--- config.mk ---
export PLATFORM = sky130hd
export DESIGN_NAME = i2c_slave_address_engine
export DESIGN_NICKNAME = d
export VERILOG_FILES = /design/src/include/i2c_slave_pkg.sv /design/src/logic/i2c_slave_address_engine.sv
export SDC_FILE = /design/constraint.sdc
export NUM_CORES = 1
export LEC_CHECK = 0
export BUFFER_PORTS_ARGS = -buffer_cell sky130_fd_sc_hd__clkbuf_2
export CORE_UTILIZATION = 40
export DETAILED_ROUTE_END_ITERATION = 16
export PLACE_DENSITY = 0.66
export SLEW_MARGIN = 20
export SYNTH_ARGS = -nofsm -noshare
export SYNTH_HDL_FRONTEND = slang
export SYNTH_SLANG_ARGS = --single-unit
--- constraint.sdc ---
create_clock -name mclk -period 1.97 [get_ports mclk]
set_input_delay 0.0985 -clock mclk [delete_from_list [all_inputs] [get_ports mclk]]
set_output_delay 0.0985 -clock mclk [all_outputs]
set_load 0.01 [all_outputs]
--- src/include/i2c_slave_pkg.sv ---
// Constants and state codes for the two-wire slave address engine
package i2c_slave_pkg;

  // ****************************************
  // State codes
  // ****************************************
  typedef enum logic [4:0] {
    S_IDLE = 5'b00001,
    S_ADDR = 5'b00010,
    S_ALO  = 5'b00100,
    S_RCV  = 5'b01000,
    S_XMIT = 5'b10000
  } slave_state_t;

  // ****************************************
  // Bit counter marks and address fields
  // ****************************************
  localparam logic [3:0] BIT_ZERO   = 4'h0;
  localparam logic [3:0] BIT_LAST   = 4'h7;
  localparam logic [3:0] BIT_ACK    = 4'h8;
  localparam logic [3:0] BIT_DONE   = 4'h9;
  localparam logic [4:0] TEN_PREFIX = 5'h1E;
  localparam int         RW_BIT     = 0;
  localparam logic [7:0] ADDR_RESET = 8'h00;
  localparam logic [7:0] BYTE_RESET = 8'h00;

endpackage : i2c_slave_pkg

--- src/logic/i2c_slave_address_engine.sv ---
// Slave-side address recognition, receive/transmit and clock stretching
module i2c_slave_address_engine
  import i2c_slave_pkg::*;
(
  input  wire logic       mclk,
  input  wire logic       arst_n,
  input  wire logic       scl_i,
  input  wire logic       sda_i,
  input  wire logic       ten_bit_mode,
  input  wire logic       addr_wr,
  input  wire logic [7:0] addr_wdata,
  input  wire logic       tx_wr,
  input  wire logic [7:0] tx_wdata,
  input  wire logic       rx_rd,
  input  wire logic       ovf_clr,
  input  wire logic       clock_release_control,
  output logic            scl_o,
  output logic            scl_oe,
  output logic            sda_o,
  output logic            sda_oe,
  output logic [7:0]      serial_data_buffer,
  output logic            buf_full,
  output logic            tx_full,
  output logic            receive_overflow_flag,
  output logic            address_update_flag,
  output logic            full_address_matched,
  output logic            receive_state,
  output logic            transmit_state,
  output logic            irq_pulse
);

  // ****************************************
  // Registers
  // ****************************************
  logic [1:0]   scl_sync_r;
  logic [1:0]   sda_sync_r;
  logic         scl_p_r;
  logic         sda_p_r;
  slave_state_t state_r;
  slave_state_t pend_r;
  logic [3:0]   bit_cnt_r;
  logic [7:0]   serial_shift_register_r;
  logic [7:0]   rx_buf_r;
  logic [7:0]   tx_buf_r;
  logic [7:0]   slave_address_register_r;
  logic         buf_full_r;
  logic         tx_full_r;
  logic         ovf_r;
  logic         ua_r;
  logic         fam_r;
  logic         ack_r;
  logic         addr_hold_pend_r;
  logic         hold_addr_r;
  logic         hold_tx_r;
  logic         scl_oe_r;
  logic         sda_oe_r;
  logic         irq_r;

  // ****************************************
  // Bus event decode
  // ****************************************
  wire       scl_s      = scl_sync_r[1];
  wire       sda_s      = sda_sync_r[1];
  wire       scl_rise   = scl_s & ~scl_p_r;
  wire       scl_fall   = ~scl_s & scl_p_r;
  // Start and repeated start look alike on the wire
  wire       start_det  = scl_s & scl_p_r & sda_p_r & ~sda_s;
  wire       stop_det   = scl_s & scl_p_r & ~sda_p_r & sda_s;
  wire       edge_cond  = start_det | stop_det;
  wire [7:0] byte_in    = {serial_shift_register_r[6:0], sda_s};
  wire       byte_end   = scl_rise && (bit_cnt_r == BIT_LAST);
  wire       ack_sample = scl_rise && (bit_cnt_r == BIT_ACK);
  wire       ack_fall   = scl_fall && (bit_cnt_r == BIT_DONE);
  wire       in_xmit    = (state_r == S_XMIT);
  wire       tx_bit_fall = scl_fall && in_xmit && (bit_cnt_r != BIT_ZERO)
                           && (bit_cnt_r < BIT_ACK);
  wire       addr7_hit  = (byte_in[7:1] == slave_address_register_r[7:1]);
  wire       hi10_hit   = addr7_hit && (byte_in[7:3] == TEN_PREFIX);
  wire       lo_hit     = (byte_in == slave_address_register_r);
  wire       is_read    = byte_in[RW_BIT];
  wire       rx_blocked = buf_full_r | ovf_r;
  wire       in_addr7   = (state_r == S_ADDR) && !ten_bit_mode;
  wire       hi_wr      = (state_r == S_ADDR) && ten_bit_mode && hi10_hit && !is_read;
  wire       hi_rd      = (state_r == S_ADDR) && ten_bit_mode && hi10_hit && is_read;
  wire       tx_ready   = tx_full_r | clock_release_control;
  wire       tx_load    = (ack_fall && (pend_r == S_XMIT) && tx_ready && !hold_addr_r)
                          || (hold_tx_r && tx_ready);

  // ****************************************
  // Byte-end decision
  // ****************************************
  slave_state_t state_dec;
  logic ack_dec, irq_dec, ovf_set, ua_set, fam_set, fam_clr, rx_load, hold_dec;

  always_comb begin
    state_dec = S_IDLE;
    ack_dec   = 1'b0;
    irq_dec   = 1'b0;
    ovf_set   = 1'b0;
    ua_set    = 1'b0;
    fam_set   = 1'b0;
    fam_clr   = 1'b0;
    rx_load   = 1'b0;
    hold_dec  = 1'b0;
    case (state_r)
      S_ADDR: begin
        if (in_addr7 && addr7_hit) begin
          irq_dec   = 1'b1;
          ack_dec   = 1'b1;
          state_dec = is_read ? S_XMIT : S_RCV;
        end else if (hi_wr) begin
          irq_dec = 1'b1;
          fam_clr = 1'b1;
          if (rx_blocked) begin
            ovf_set = 1'b1;
          end else begin
            ua_set    = 1'b1;
            ack_dec   = 1'b1;
            hold_dec  = 1'b1;
            state_dec = S_ALO;
          end
        end else if (hi_rd) begin
          // Full match survives the repeated start
          if (fam_r) begin
            ack_dec   = 1'b1;
            state_dec = S_XMIT;
          end else begin
            fam_clr = 1'b1;
          end
        end
      end
      S_ALO: begin
        if (lo_hit) begin
          fam_set   = 1'b1;
          ack_dec   = 1'b1;
          ua_set    = 1'b1;
          hold_dec  = 1'b1;
          state_dec = S_RCV;
        end
      end
      S_RCV: begin
        irq_dec   = 1'b1;
        state_dec = S_RCV;
        if (rx_blocked) begin
          ovf_set = buf_full_r;
        end else begin
          rx_load = 1'b1;
          ack_dec = 1'b1;
        end
      end
      default: begin
      end
    endcase
  end

  // ****************************************
  // Pin synchronisers
  // ****************************************
  always_ff @(posedge mclk or negedge arst_n) begin
    if (!arst_n) begin
      scl_sync_r <= 2'h3;
      sda_sync_r <= 2'h3;
      scl_p_r    <= 1'b1;
      sda_p_r    <= 1'b1;
    end else begin
      scl_sync_r <= {scl_sync_r[0], scl_i};
      sda_sync_r <= {sda_sync_r[0], sda_i};
      scl_p_r    <= scl_s;
      sda_p_r    <= sda_s;
    end
  end

  // ****************************************
  // Bit counter and state
  // ****************************************
  always_ff @(posedge mclk or negedge arst_n) begin
    if (!arst_n) begin
      bit_cnt_r <= BIT_ZERO;
      state_r   <= S_IDLE;
      pend_r    <= S_IDLE;
      ack_r     <= 1'b0;
    end else begin
      if (edge_cond || ack_fall) begin
        bit_cnt_r <= BIT_ZERO;
      end else if (scl_rise) begin
        bit_cnt_r <= 4'(bit_cnt_r + 4'h1);
      end
      if (stop_det) begin
        state_r <= S_IDLE;
      end else if (start_det) begin
        state_r <= S_ADDR;
      end else if (ack_fall) begin
        state_r <= pend_r;
      end
      if (byte_end && !in_xmit) begin
        pend_r <= state_dec;
        ack_r  <= ack_dec;
      end else if (ack_sample && in_xmit) begin
        pend_r <= sda_s ? S_IDLE : S_XMIT;
        ack_r  <= 1'b0;
      end
    end
  end

  // ****************************************
  // Shift register and buffers
  // ****************************************
  always_ff @(posedge mclk or negedge arst_n) begin
    if (!arst_n) begin
      serial_shift_register_r <= BYTE_RESET;
    end else if (tx_load) begin
      serial_shift_register_r <= tx_buf_r;
    end else if (scl_rise && (bit_cnt_r < BIT_ACK) && !in_xmit) begin
      serial_shift_register_r <= byte_in;
    end else if (tx_bit_fall) begin
      serial_shift_register_r <= {serial_shift_register_r[6:0], 1'b0};
    end
  end

  always_ff @(posedge mclk or negedge arst_n) begin
    if (!arst_n) begin
      rx_buf_r                 <= BYTE_RESET;
      tx_buf_r                 <= BYTE_RESET;
      slave_address_register_r <= ADDR_RESET;
      buf_full_r               <= 1'b0;
      tx_full_r                <= 1'b0;
      ovf_r                    <= 1'b0;
      ua_r                     <= 1'b0;
      fam_r                    <= 1'b0;
      irq_r                    <= 1'b0;
    end else begin
      irq_r <= byte_end && irq_dec;
      if (byte_end && rx_load) rx_buf_r <= byte_in;
      if (tx_wr) tx_buf_r <= tx_wdata;
      if (addr_wr) slave_address_register_r <= addr_wdata;
      // Hardware sets win over software clears
      if (byte_end && rx_load) buf_full_r <= 1'b1;
      else if (rx_rd) buf_full_r <= 1'b0;
      if (tx_wr) tx_full_r <= 1'b1;
      else if (tx_load) tx_full_r <= 1'b0;
      if (byte_end && ovf_set) ovf_r <= 1'b1;
      else if (ovf_clr) ovf_r <= 1'b0;
      if (byte_end && ua_set) ua_r <= 1'b1;
      else if (addr_wr) ua_r <= 1'b0;
      if (byte_end && fam_set) fam_r <= 1'b1;
      else if (byte_end && fam_clr) fam_r <= 1'b0;
    end
  end

  // ****************************************
  // Clock stretching and data drive
  // ****************************************
  always_ff @(posedge mclk or negedge arst_n) begin
    if (!arst_n) begin
      addr_hold_pend_r <= 1'b0;
      hold_addr_r      <= 1'b0;
      hold_tx_r        <= 1'b0;
      scl_oe_r         <= 1'b0;
    end else begin
      if (byte_end && !in_xmit) addr_hold_pend_r <= hold_dec;
      if (edge_cond || addr_wr) begin
        hold_addr_r <= 1'b0;
      end else if (ack_fall && addr_hold_pend_r) begin
        hold_addr_r <= 1'b1;
      end
      if (edge_cond || tx_ready) begin
        hold_tx_r <= 1'b0;
      end else if (ack_fall && (pend_r == S_XMIT)) begin
        hold_tx_r <= 1'b1;
      end
      scl_oe_r <= !edge_cond && !addr_wr && (hold_addr_r || (ack_fall && addr_hold_pend_r))
                  || !edge_cond && !tx_ready && (hold_tx_r || (ack_fall && pend_r == S_XMIT));
    end
  end

  always_ff @(posedge mclk or negedge arst_n) begin
    if (!arst_n) begin
      sda_oe_r <= 1'b0;
    end else if (edge_cond) begin
      sda_oe_r <= 1'b0;
    end else if (tx_load) begin
      sda_oe_r <= ~tx_buf_r[7];
    end else if (ack_fall) begin
      sda_oe_r <= 1'b0;
    end else if (scl_fall && (bit_cnt_r == BIT_ACK)) begin
      sda_oe_r <= ack_r && !in_xmit;
    end else if (tx_bit_fall) begin
      sda_oe_r <= ~serial_shift_register_r[6];
    end
  end

  // ****************************************
  // Outputs
  // ****************************************
  assign scl_o                 = 1'b0;
  assign sda_o                 = 1'b0;
  assign scl_oe                = scl_oe_r;
  assign sda_oe                = sda_oe_r;
  assign serial_data_buffer    = rx_buf_r;
  assign buf_full              = buf_full_r;
  assign tx_full               = tx_full_r;
  assign receive_overflow_flag = ovf_r;
  assign address_update_flag   = ua_r;
  assign full_address_matched  = fam_r;
  assign receive_state         = state_r[3];
  assign transmit_state        = state_r[4];
  assign irq_pulse             = irq_r;

  // ****************************************
  // Assertions
  // ****************************************
  property p_read_first;
    @(posedge mclk) disable iff (!arst_n)
    ack_fall && pend_r == S_XMIT && tx_full_r && !hold_addr_r && !edge_cond
      |=> sda_oe_r == !$past(tx_buf_r[7]) && tx_full_r == $past(tx_wr);
  endproperty
  a_read_first: assert property (p_read_first) else $error("First read bit not driven");

  property p_addr7_read;
    @(posedge mclk) disable iff (!arst_n)
    byte_end && in_addr7 && addr7_hit && is_read |=> pend_r == S_XMIT && ack_r && irq_r;
  endproperty
  a_addr7_read: assert property (p_addr7_read) else $error("7-bit read match mishandled");

  property p_addr7_write;
    @(posedge mclk) disable iff (!arst_n)
    byte_end && in_addr7 && addr7_hit && !is_read |=> pend_r == S_RCV ##[1:400] ack_fall;
  endproperty
  a_addr7_write: assert property (p_addr7_write) else $error("7-bit write match mishandled");

  property p_rx_nack;
    @(posedge mclk) disable iff (!arst_n)
    byte_end && state_r == S_RCV && rx_blocked |=> !ack_r && $stable(rx_buf_r);
  endproperty
  a_rx_nack: assert property (p_rx_nack) else $error("Blocked byte acknowledged");

  property p_rx_ack;
    @(posedge mclk) disable iff (!arst_n)
    byte_end && state_r == S_RCV && !rx_blocked
      |=> ack_r && buf_full_r && rx_buf_r == $past(byte_in);
  endproperty
  a_rx_ack: assert property (p_rx_ack) else $error("Received byte not stored");

  property p_rx_irq;
    @(posedge mclk) disable iff (!arst_n)
    $rose(irq_r) |-> $past(bit_cnt_r) == BIT_LAST && $past(scl_rise);
  endproperty
  a_rx_irq: assert property (p_rx_irq) else $error("Interrupt not at eighth bit");

  property p_tx_hold;
    @(posedge mclk) disable iff (!arst_n)
    hold_tx_r && !tx_ready && !edge_cond |=> scl_oe_r && hold_tx_r;
  endproperty
  a_tx_hold: assert property (p_tx_hold) else $error("Clock not held for empty buffer");

  property p_tx_nack;
    @(posedge mclk) disable iff (!arst_n)
    ack_sample && in_xmit && sda_s |=> pend_r == S_IDLE;
  endproperty
  a_tx_nack: assert property (p_tx_nack) else $error("Not-acknowledge did not end transmit");

  property p_tx_ack;
    @(posedge mclk) disable iff (!arst_n)
    ack_sample && in_xmit && !sda_s |=> pend_r == S_XMIT;
  endproperty
  a_tx_ack: assert property (p_tx_ack) else $error("Acknowledge left transmit");

  property p_hi_ovf;
    @(posedge mclk) disable iff (!arst_n)
    byte_end && hi_wr && rx_blocked |=> ovf_r && !ack_r && irq_r;
  endproperty
  a_hi_ovf: assert property (p_hi_ovf) else $error("High byte overflow mishandled");

  property p_hi_irq;
    @(posedge mclk) disable iff (!arst_n)
    byte_end && hi_wr && !rx_blocked |=> irq_r && ua_r && ack_r;
  endproperty
  a_hi_irq: assert property (p_hi_irq) else $error("High byte match mishandled");

  property p_ua_clr;
    @(posedge mclk) disable iff (!arst_n)
    hold_addr_r && addr_wr && !byte_end |=> !ua_r && !hold_addr_r ##1 !scl_oe_r || hold_tx_r;
  endproperty
  a_ua_clr: assert property (p_ua_clr) else $error("Update flag or hold not cleared");

  property p_lo_match;
    @(posedge mclk) disable iff (!arst_n)
    byte_end && state_r == S_ALO && lo_hit |=> fam_r && ack_r && ua_r && addr_hold_pend_r;
  endproperty
  a_lo_match: assert property (p_lo_match) else $error("Low byte match mishandled");

  property p_hi_read;
    @(posedge mclk) disable iff (!arst_n)
    byte_end && hi_rd |=> (ack_r && pend_r == S_XMIT) == $past(fam_r) && fam_r == $past(fam_r);
  endproperty
  a_hi_read: assert property (p_hi_read) else $error("High byte read mishandled");

  property p_release;
    @(posedge mclk) disable iff (!arst_n)
    hold_addr_r && !addr_wr && !edge_cond |=> hold_addr_r && scl_oe_r;
  endproperty
  a_release: assert property (p_release) else $error("Clock released without rewrite");

endmodule : i2c_slave_address_engine

After elaboration in Yosys (flattened, before gate mapping)
Index checks and enable logic that the tools add are counted.
{"block": "classes", "addsub": 1, "order_cmp": 1, "n_eq_ne": 11, "mux": 65, "bitwise_logic": 16, "reduce_logical": 61}
{"operator": "5-bit two-way mux", "count": 11}
{"operator": "1-bit two-way mux", "count": 42}
{"operator": "1-bit logical AND", "count": 34}
{"operator": "7-bit two-way mux", "count": 3}
{"operator": "2-bit nonzero test", "count": 9}
{"operator": "5-bit == test (second input constant)", "count": 3}
{"operator": "5-bit case mux with 3 select lines", "count": 1}
{"operator": "4-bit two-way mux", "count": 3}
{"operator": "4-bit == test (second input constant)", "count": 2}
{"operator": "8-bit == test", "count": 1}
{"operator": "1-bit bitwise AND", "count": 7}
{"operator": "7-bit == test", "count": 1}
{"operator": "1-bit logical NOT", "count": 7}
{"operator": "1-bit logical OR", "count": 7}
{"operator": "1-bit inverter", "count": 6}
{"operator": "1-bit case mux with 2 select lines", "count": 3}
{"operator": "3-bit nonzero test", "count": 2}
{"operator": "5-bit by 2-bit == test with 1-bit output (second input constant)", "count": 1}
{"operator": "5-bit by 3-bit == test with 1-bit output (second input constant)", "count": 1}
{"operator": "5-bit by 4-bit == test with 1-bit output (second input constant)", "count": 1}
{"operator": "5-bit nonzero test", "count": 1}
{"operator": "4-bit by 1-bit adder with 4-bit output (second input constant)", "count": 1}
{"operator": "4-bit by 3-bit == test with 1-bit output (second input constant)", "count": 1}
{"operator": "4-bit less-than comparator (second input constant)", "count": 1}
{"operator": "other kinds (4)", "count": 6}
{"block": "totals", "reg_bits": 63, "inputBits": 26, "output_inout_bits": 20, "wordCells": 178}

Logic depth before layout (Yosys ltp)
{"block": "logic_depth", "depth_word": 11, "mapped_depth": 7, "mapped_depth_nobuf": 7}

Least setup slack after synthesis
No wires, ideal clock.
{"block": "synth_timing", "path_type": "register to register", "from": "register state_r[3]", "to": "register pend_r[0]", "setup_time_ps": 77, "arrival_time_ps": 1961, "t_required_ps": 1893, "path_slack_ps": -69, "path_stages_with_launch": 7, "n_path_buf": 1, "cell_sequence": "dfrtp_1 -> buf_6 -> or4_4 -> nor2_4 -> mux2_2 -> mux2_2 -> a31oi_1"}
{"block": "synth_via", "elab_chain_cells": 9}
{"item": "from (decl)", "line": "i2c_slave_address_engine.sv:39", "text": "slave_state_t state_r;"}
{"item": "from (signal assigned)", "line": "i2c_slave_address_engine.sv:193", "text": "state_r <= pend_r;"}
{"item": "5-bit by 2-bit == test with 1-bit output"}
{"item": "1-bit logical AND (2 in series)", "line": "i2c_slave_address_engine.sv:83, i2c_slave_address_engine.sv:84"}
{"item": "1-bit logical AND", "line": "i2c_slave_address_engine.sv:84", "text": "wire hi_rd = (state_r == S_ADDR) && ten_bit_mode && hi10_hit && is_read;"}
{"item": "5-bit two-way mux", "line": "i2c_slave_address_engine.sv:122", "text": "end else if (hi_rd) begin"}
{"item": "5-bit two-way mux", "line": "i2c_slave_address_engine.sv:111", "text": "end else if (hi_wr) begin"}
{"item": "5-bit two-way mux", "line": "i2c_slave_address_engine.sv:107", "text": "if (in_addr7 && addr7_hit) begin"}
{"item": "5-bit case mux with 3 select lines", "line": "i2c_slave_address_engine.sv:105", "text": "case (state_r)"}
{"item": "5-bit two-way mux", "line": "i2c_slave_address_engine.sv:195", "text": "if (byte_end && !in_xmit) begin"}
{"item": "to (signal assigned)", "line": "i2c_slave_address_engine.sv:196", "text": "pend_r <= state_dec;"}
{"item": "to (signal assigned)", "line": "i2c_slave_address_engine.sv:199", "text": "pend_r <= sda_s ? S_IDLE : S_XMIT;"}
{"item": "to (decl)", "line": "i2c_slave_address_engine.sv:40", "text": "slave_state_t pend_r;"}
Parallel ways exist; a longest one is shown, timed or not.
A chain may end at the register's enable or synchronous reset.

Worst setup path in the final report
{"block": "layout_timing", "from": "register state_r[0]", "to": "register pend_r[0]"}
The elaborated chain is that of the path after synthesis.

==> flow_metrics.tcl <==
set metrics [dict create \
    fin_nets 398 \
    leakage_nw 1.91 \
    clkSlewWorstSetupHoldPaths_ps 70 \
    io_buffer_count 43 \
    drc 0 \
    clk_latency_ps 340 \
    min_path_type "in2reg" \
    relSlewSlack_pct 61.9 \
    place_ws_ps 34.5 \
    viasPerCell 5.21 \
    grt_max_degree 43 \
    htree_levels 3 \
    cts.sinks 62 \
    synth_cell_types 53 \
    gp_congestion 0.868 \
    synth_compound_area_share_pct 12.1 \
    crit_required_ps 2230 \
    synthSimpleGateAreaFrac_pct 15.0 \
    fin_ws_ps -7.11 \
    worstSetupStartpointType "register" \
    finalHoldViolCount 0 \
    rows 31 \
    antenna_cells 0 \
    clockBufferDepth 2 \
    drt_iter0_drc 206 \
    cts_buffers 9 \
    dp_hpwl_mm 5.17 \
    ir_worst_vdd_mv 0.491 \
    syn_inst 276 \
    synthesis.area_um2 3030 \
    die_w_um 89.1 \
    slew_viol_final 0 \
    clockRootBuffer "clkbuf_8" \
    avgSynthCellArea_um2 11.0 \
    synth_seq_cells 62 \
    synth_warnings 0 \
    fin_crit_sh_pct 100 \
    postRouteAntennaNets 0 \
    vias 2460 \
    rrSetupSlack_ps -7 \
    syn2layout_area_growth_pct 33.0 \
    worstPathArrival_ps 2240 \
    fmax_mhz 506 \
    cts_tree "built" \
    synth_fa_ha_area_share_pct 1.24 \
    synth_xor_xnor_area_share_pct 3.75 \
    synth-edff-count 0 \
    wl_mm 7.33 \
    cp_max_fo 4 \
    die-area_um2 7940 \
    rr_worst_depth 7 \
    place_inst 436 \
    maxCapViolations 0 \
    first_pass_iters 4 \
    grt_pass1_vias 2461 \
    crit_type "reg2reg" \
    ys_async_sr_fraction_pct 100 \
    antenna_found_initial 0 \
    synth_top_flop_cell "dfrtp_1" \
    worst_pin_slew_ps 571 \
    power_per_cell_area_nw_per_um2 895 \
    period_minus_slack_ps 1980 \
    core_region_area_um2 7290 \
    muxShareOfSynthArea_pct 12.9 \
    violations "setup timing" \
    synth.area.top_cells "dfrtp_1 (45%), mux2_2 (9.3%), dfstp_2 (6.9%)" \
    grt_pass1_wl_mm 12.2 \
    start_util_pct 41.6 \
    final_util_pct 55.4 \
    gr-total-overflow 0 \
    yosysTopAreaCell "dfrtp_1" \
    report.power.total_mw 3.61 \
    yosysSeqAreaShare_pct 51.5 \
    hold_depth 3 \
    synth_top_family_by_area "simple AND/OR/NAND/NOR gates" \
    drive_gt1_share_pct 37.5 \
    ioPinCount 46 \
    design_area_um2 4040 \
    placed_area_um2 3550 \
    rsz0062_at_grt "yes" \
    die_y_um 89.1 \
    wl_per_cell_um 15.5 \
    crit_path_end_kind "register" \
    setup_viol 1 \
    netlist.area_leader.share_pct 44.5 \
    grt_use_total_pct 20.9 \
    outcome "finished with violations" \
    skew_ps 5.43 \
    stdcell_count 472 \
]
where the power goes:
group | internal [mW] | switching (mW)
Combinational | 0.405 | 0.400
Sequential | 1.46 | 0.182
Clock | 0.679 | 0.492
Total | 2.54 | 1.07
final timing paths:
path / to / startpoint
min in group asynchronous: serial_data_buffer[6] / arst_n
max in group asynchronous: scl_sync_r[0] / arst_n
worst max register to register: pend_r[0] / state_r[0]
worst min register to register: scl_sync_r[1] / scl_sync_r[0]
worst min-delay path: receive_overflow_flag / ovf_clr
worst max-delay path: pend_r[0] / state_r[0]
state kept, by name (all words and copies together), names as in the netlist, 2 cells and up:
signal	cells
bit_cnt_r	4
pend_r	4
scl_sync_r	2
sda_sync_r	2
serial_data_buffer	8
serial_shift_register_r	7
slave_address_register_r	8
state_r	5
tx_buf_r	8
metal layers:
metal | vias to the layer above | share of wire [%] | track usage, %
met5 | - | 0 | 0
met4 | 0 | 1.1 | 6.49
met3 | 7 | 4.2 | 5.63
met2 | 56 | 49 | 33.6
met1 | 1227 | 46 | 27.8
li1 | 1170 | - | -
cell families (layout without fill, tap and decap cells):
group	Yosys count	in the layout
AND/OR/NAND/NOR	85	85
flip-flops	62	62
AO/OA/AOI/OAI	54	54
multiplexers	36	36
buffers and inverters	22	118
XOR/XNOR	13	13
adder cells (fa/ha/maj)	3	3
other	1	2
timing repair:
item                                    CTS  global route
resized for setup                         0            14
hold buffers                             20             0
endpoints found under the setup margin    0            16
setup buffers                             0             1
hold endpoints to repair                 37             0
cell usage after synthesis, drive strengths merged (6+ instances only):
master	n
a21oi	14
xor2	11
nand4	6
mux2i	11
nand2	18
inv	9
mux2	25
nor2	23
dfstp	8
o21ai	12
buf	6
clkbuf	7
dfrtp	54
placed cells by master (no fill, tap or decap), types with 2 or more instances in the layout:
| cell | instances |
|---|---|
| clkbuf_2 | 43 |
| clkbuf_8 | 12 |
| a21o_1 | 5 |
| nand4_1 | 6 |
| dfstp_2 | 8 |
| nor4_2 | 2 |
| a21oi_2 | 2 |
| xnor2_1 | 2 |
| and3b_1 | 2 |
| xor2_1 | 11 |
| a22o_1 | 3 |
| nor2_1 | 22 |
| buf_4 | 30 |
| nand3_1 | 5 |
| or2_2 | 2 |
| and2_1 | 3 |
| o31ai_1 | 3 |
| o31a_1 | 2 |
| o211ai_1 | 2 |
| o21ai_0 | 11 |
| dfrtp_1 | 53 |
| a21oi_1 | 12 |
| ha_1 | 3 |
| conb_1 | 2 |
| mux2i_1 | 11 |
| nor2b_1 | 3 |
| mux2_4 | 2 |
| dlygate4sd3_1 | 20 |
| nand2b_1 | 3 |
| nand2_1 | 18 |
| a21boi_0 | 2 |
| nor3_1 | 4 |
| inv_1 | 9 |
| mux2_2 | 23 |
cell type report:
type / count / area, um^2
flip-flops and latches: 62 / 1560
inverters: 9 / 33.8
fillers: 657 / 3260
well taps: 99 / 124
clock buffers: 12 / 165
repair buffers: 94 / 661
multi-input cells: 193 / 1450
clock inverters: 3 / 42.5
critical path, stage by stage (launching register included):
cell     delay (ps)
dfstp_2         380
buf_4           140
or2_2           320
buf_4           170
or4_1           470
a22o_1          220
o21ai_2         120
a31oi_2          90
stage by stage:
step	setup TNS (ps)	hold slack, ps
global placement	0	117
detailed placement	0	123
CTS	0	6.75
global route	-88.4	4.56
finish	-7.11	13.7
floorplan	-34.0	-197
Power figures use the tool's default switching activity.
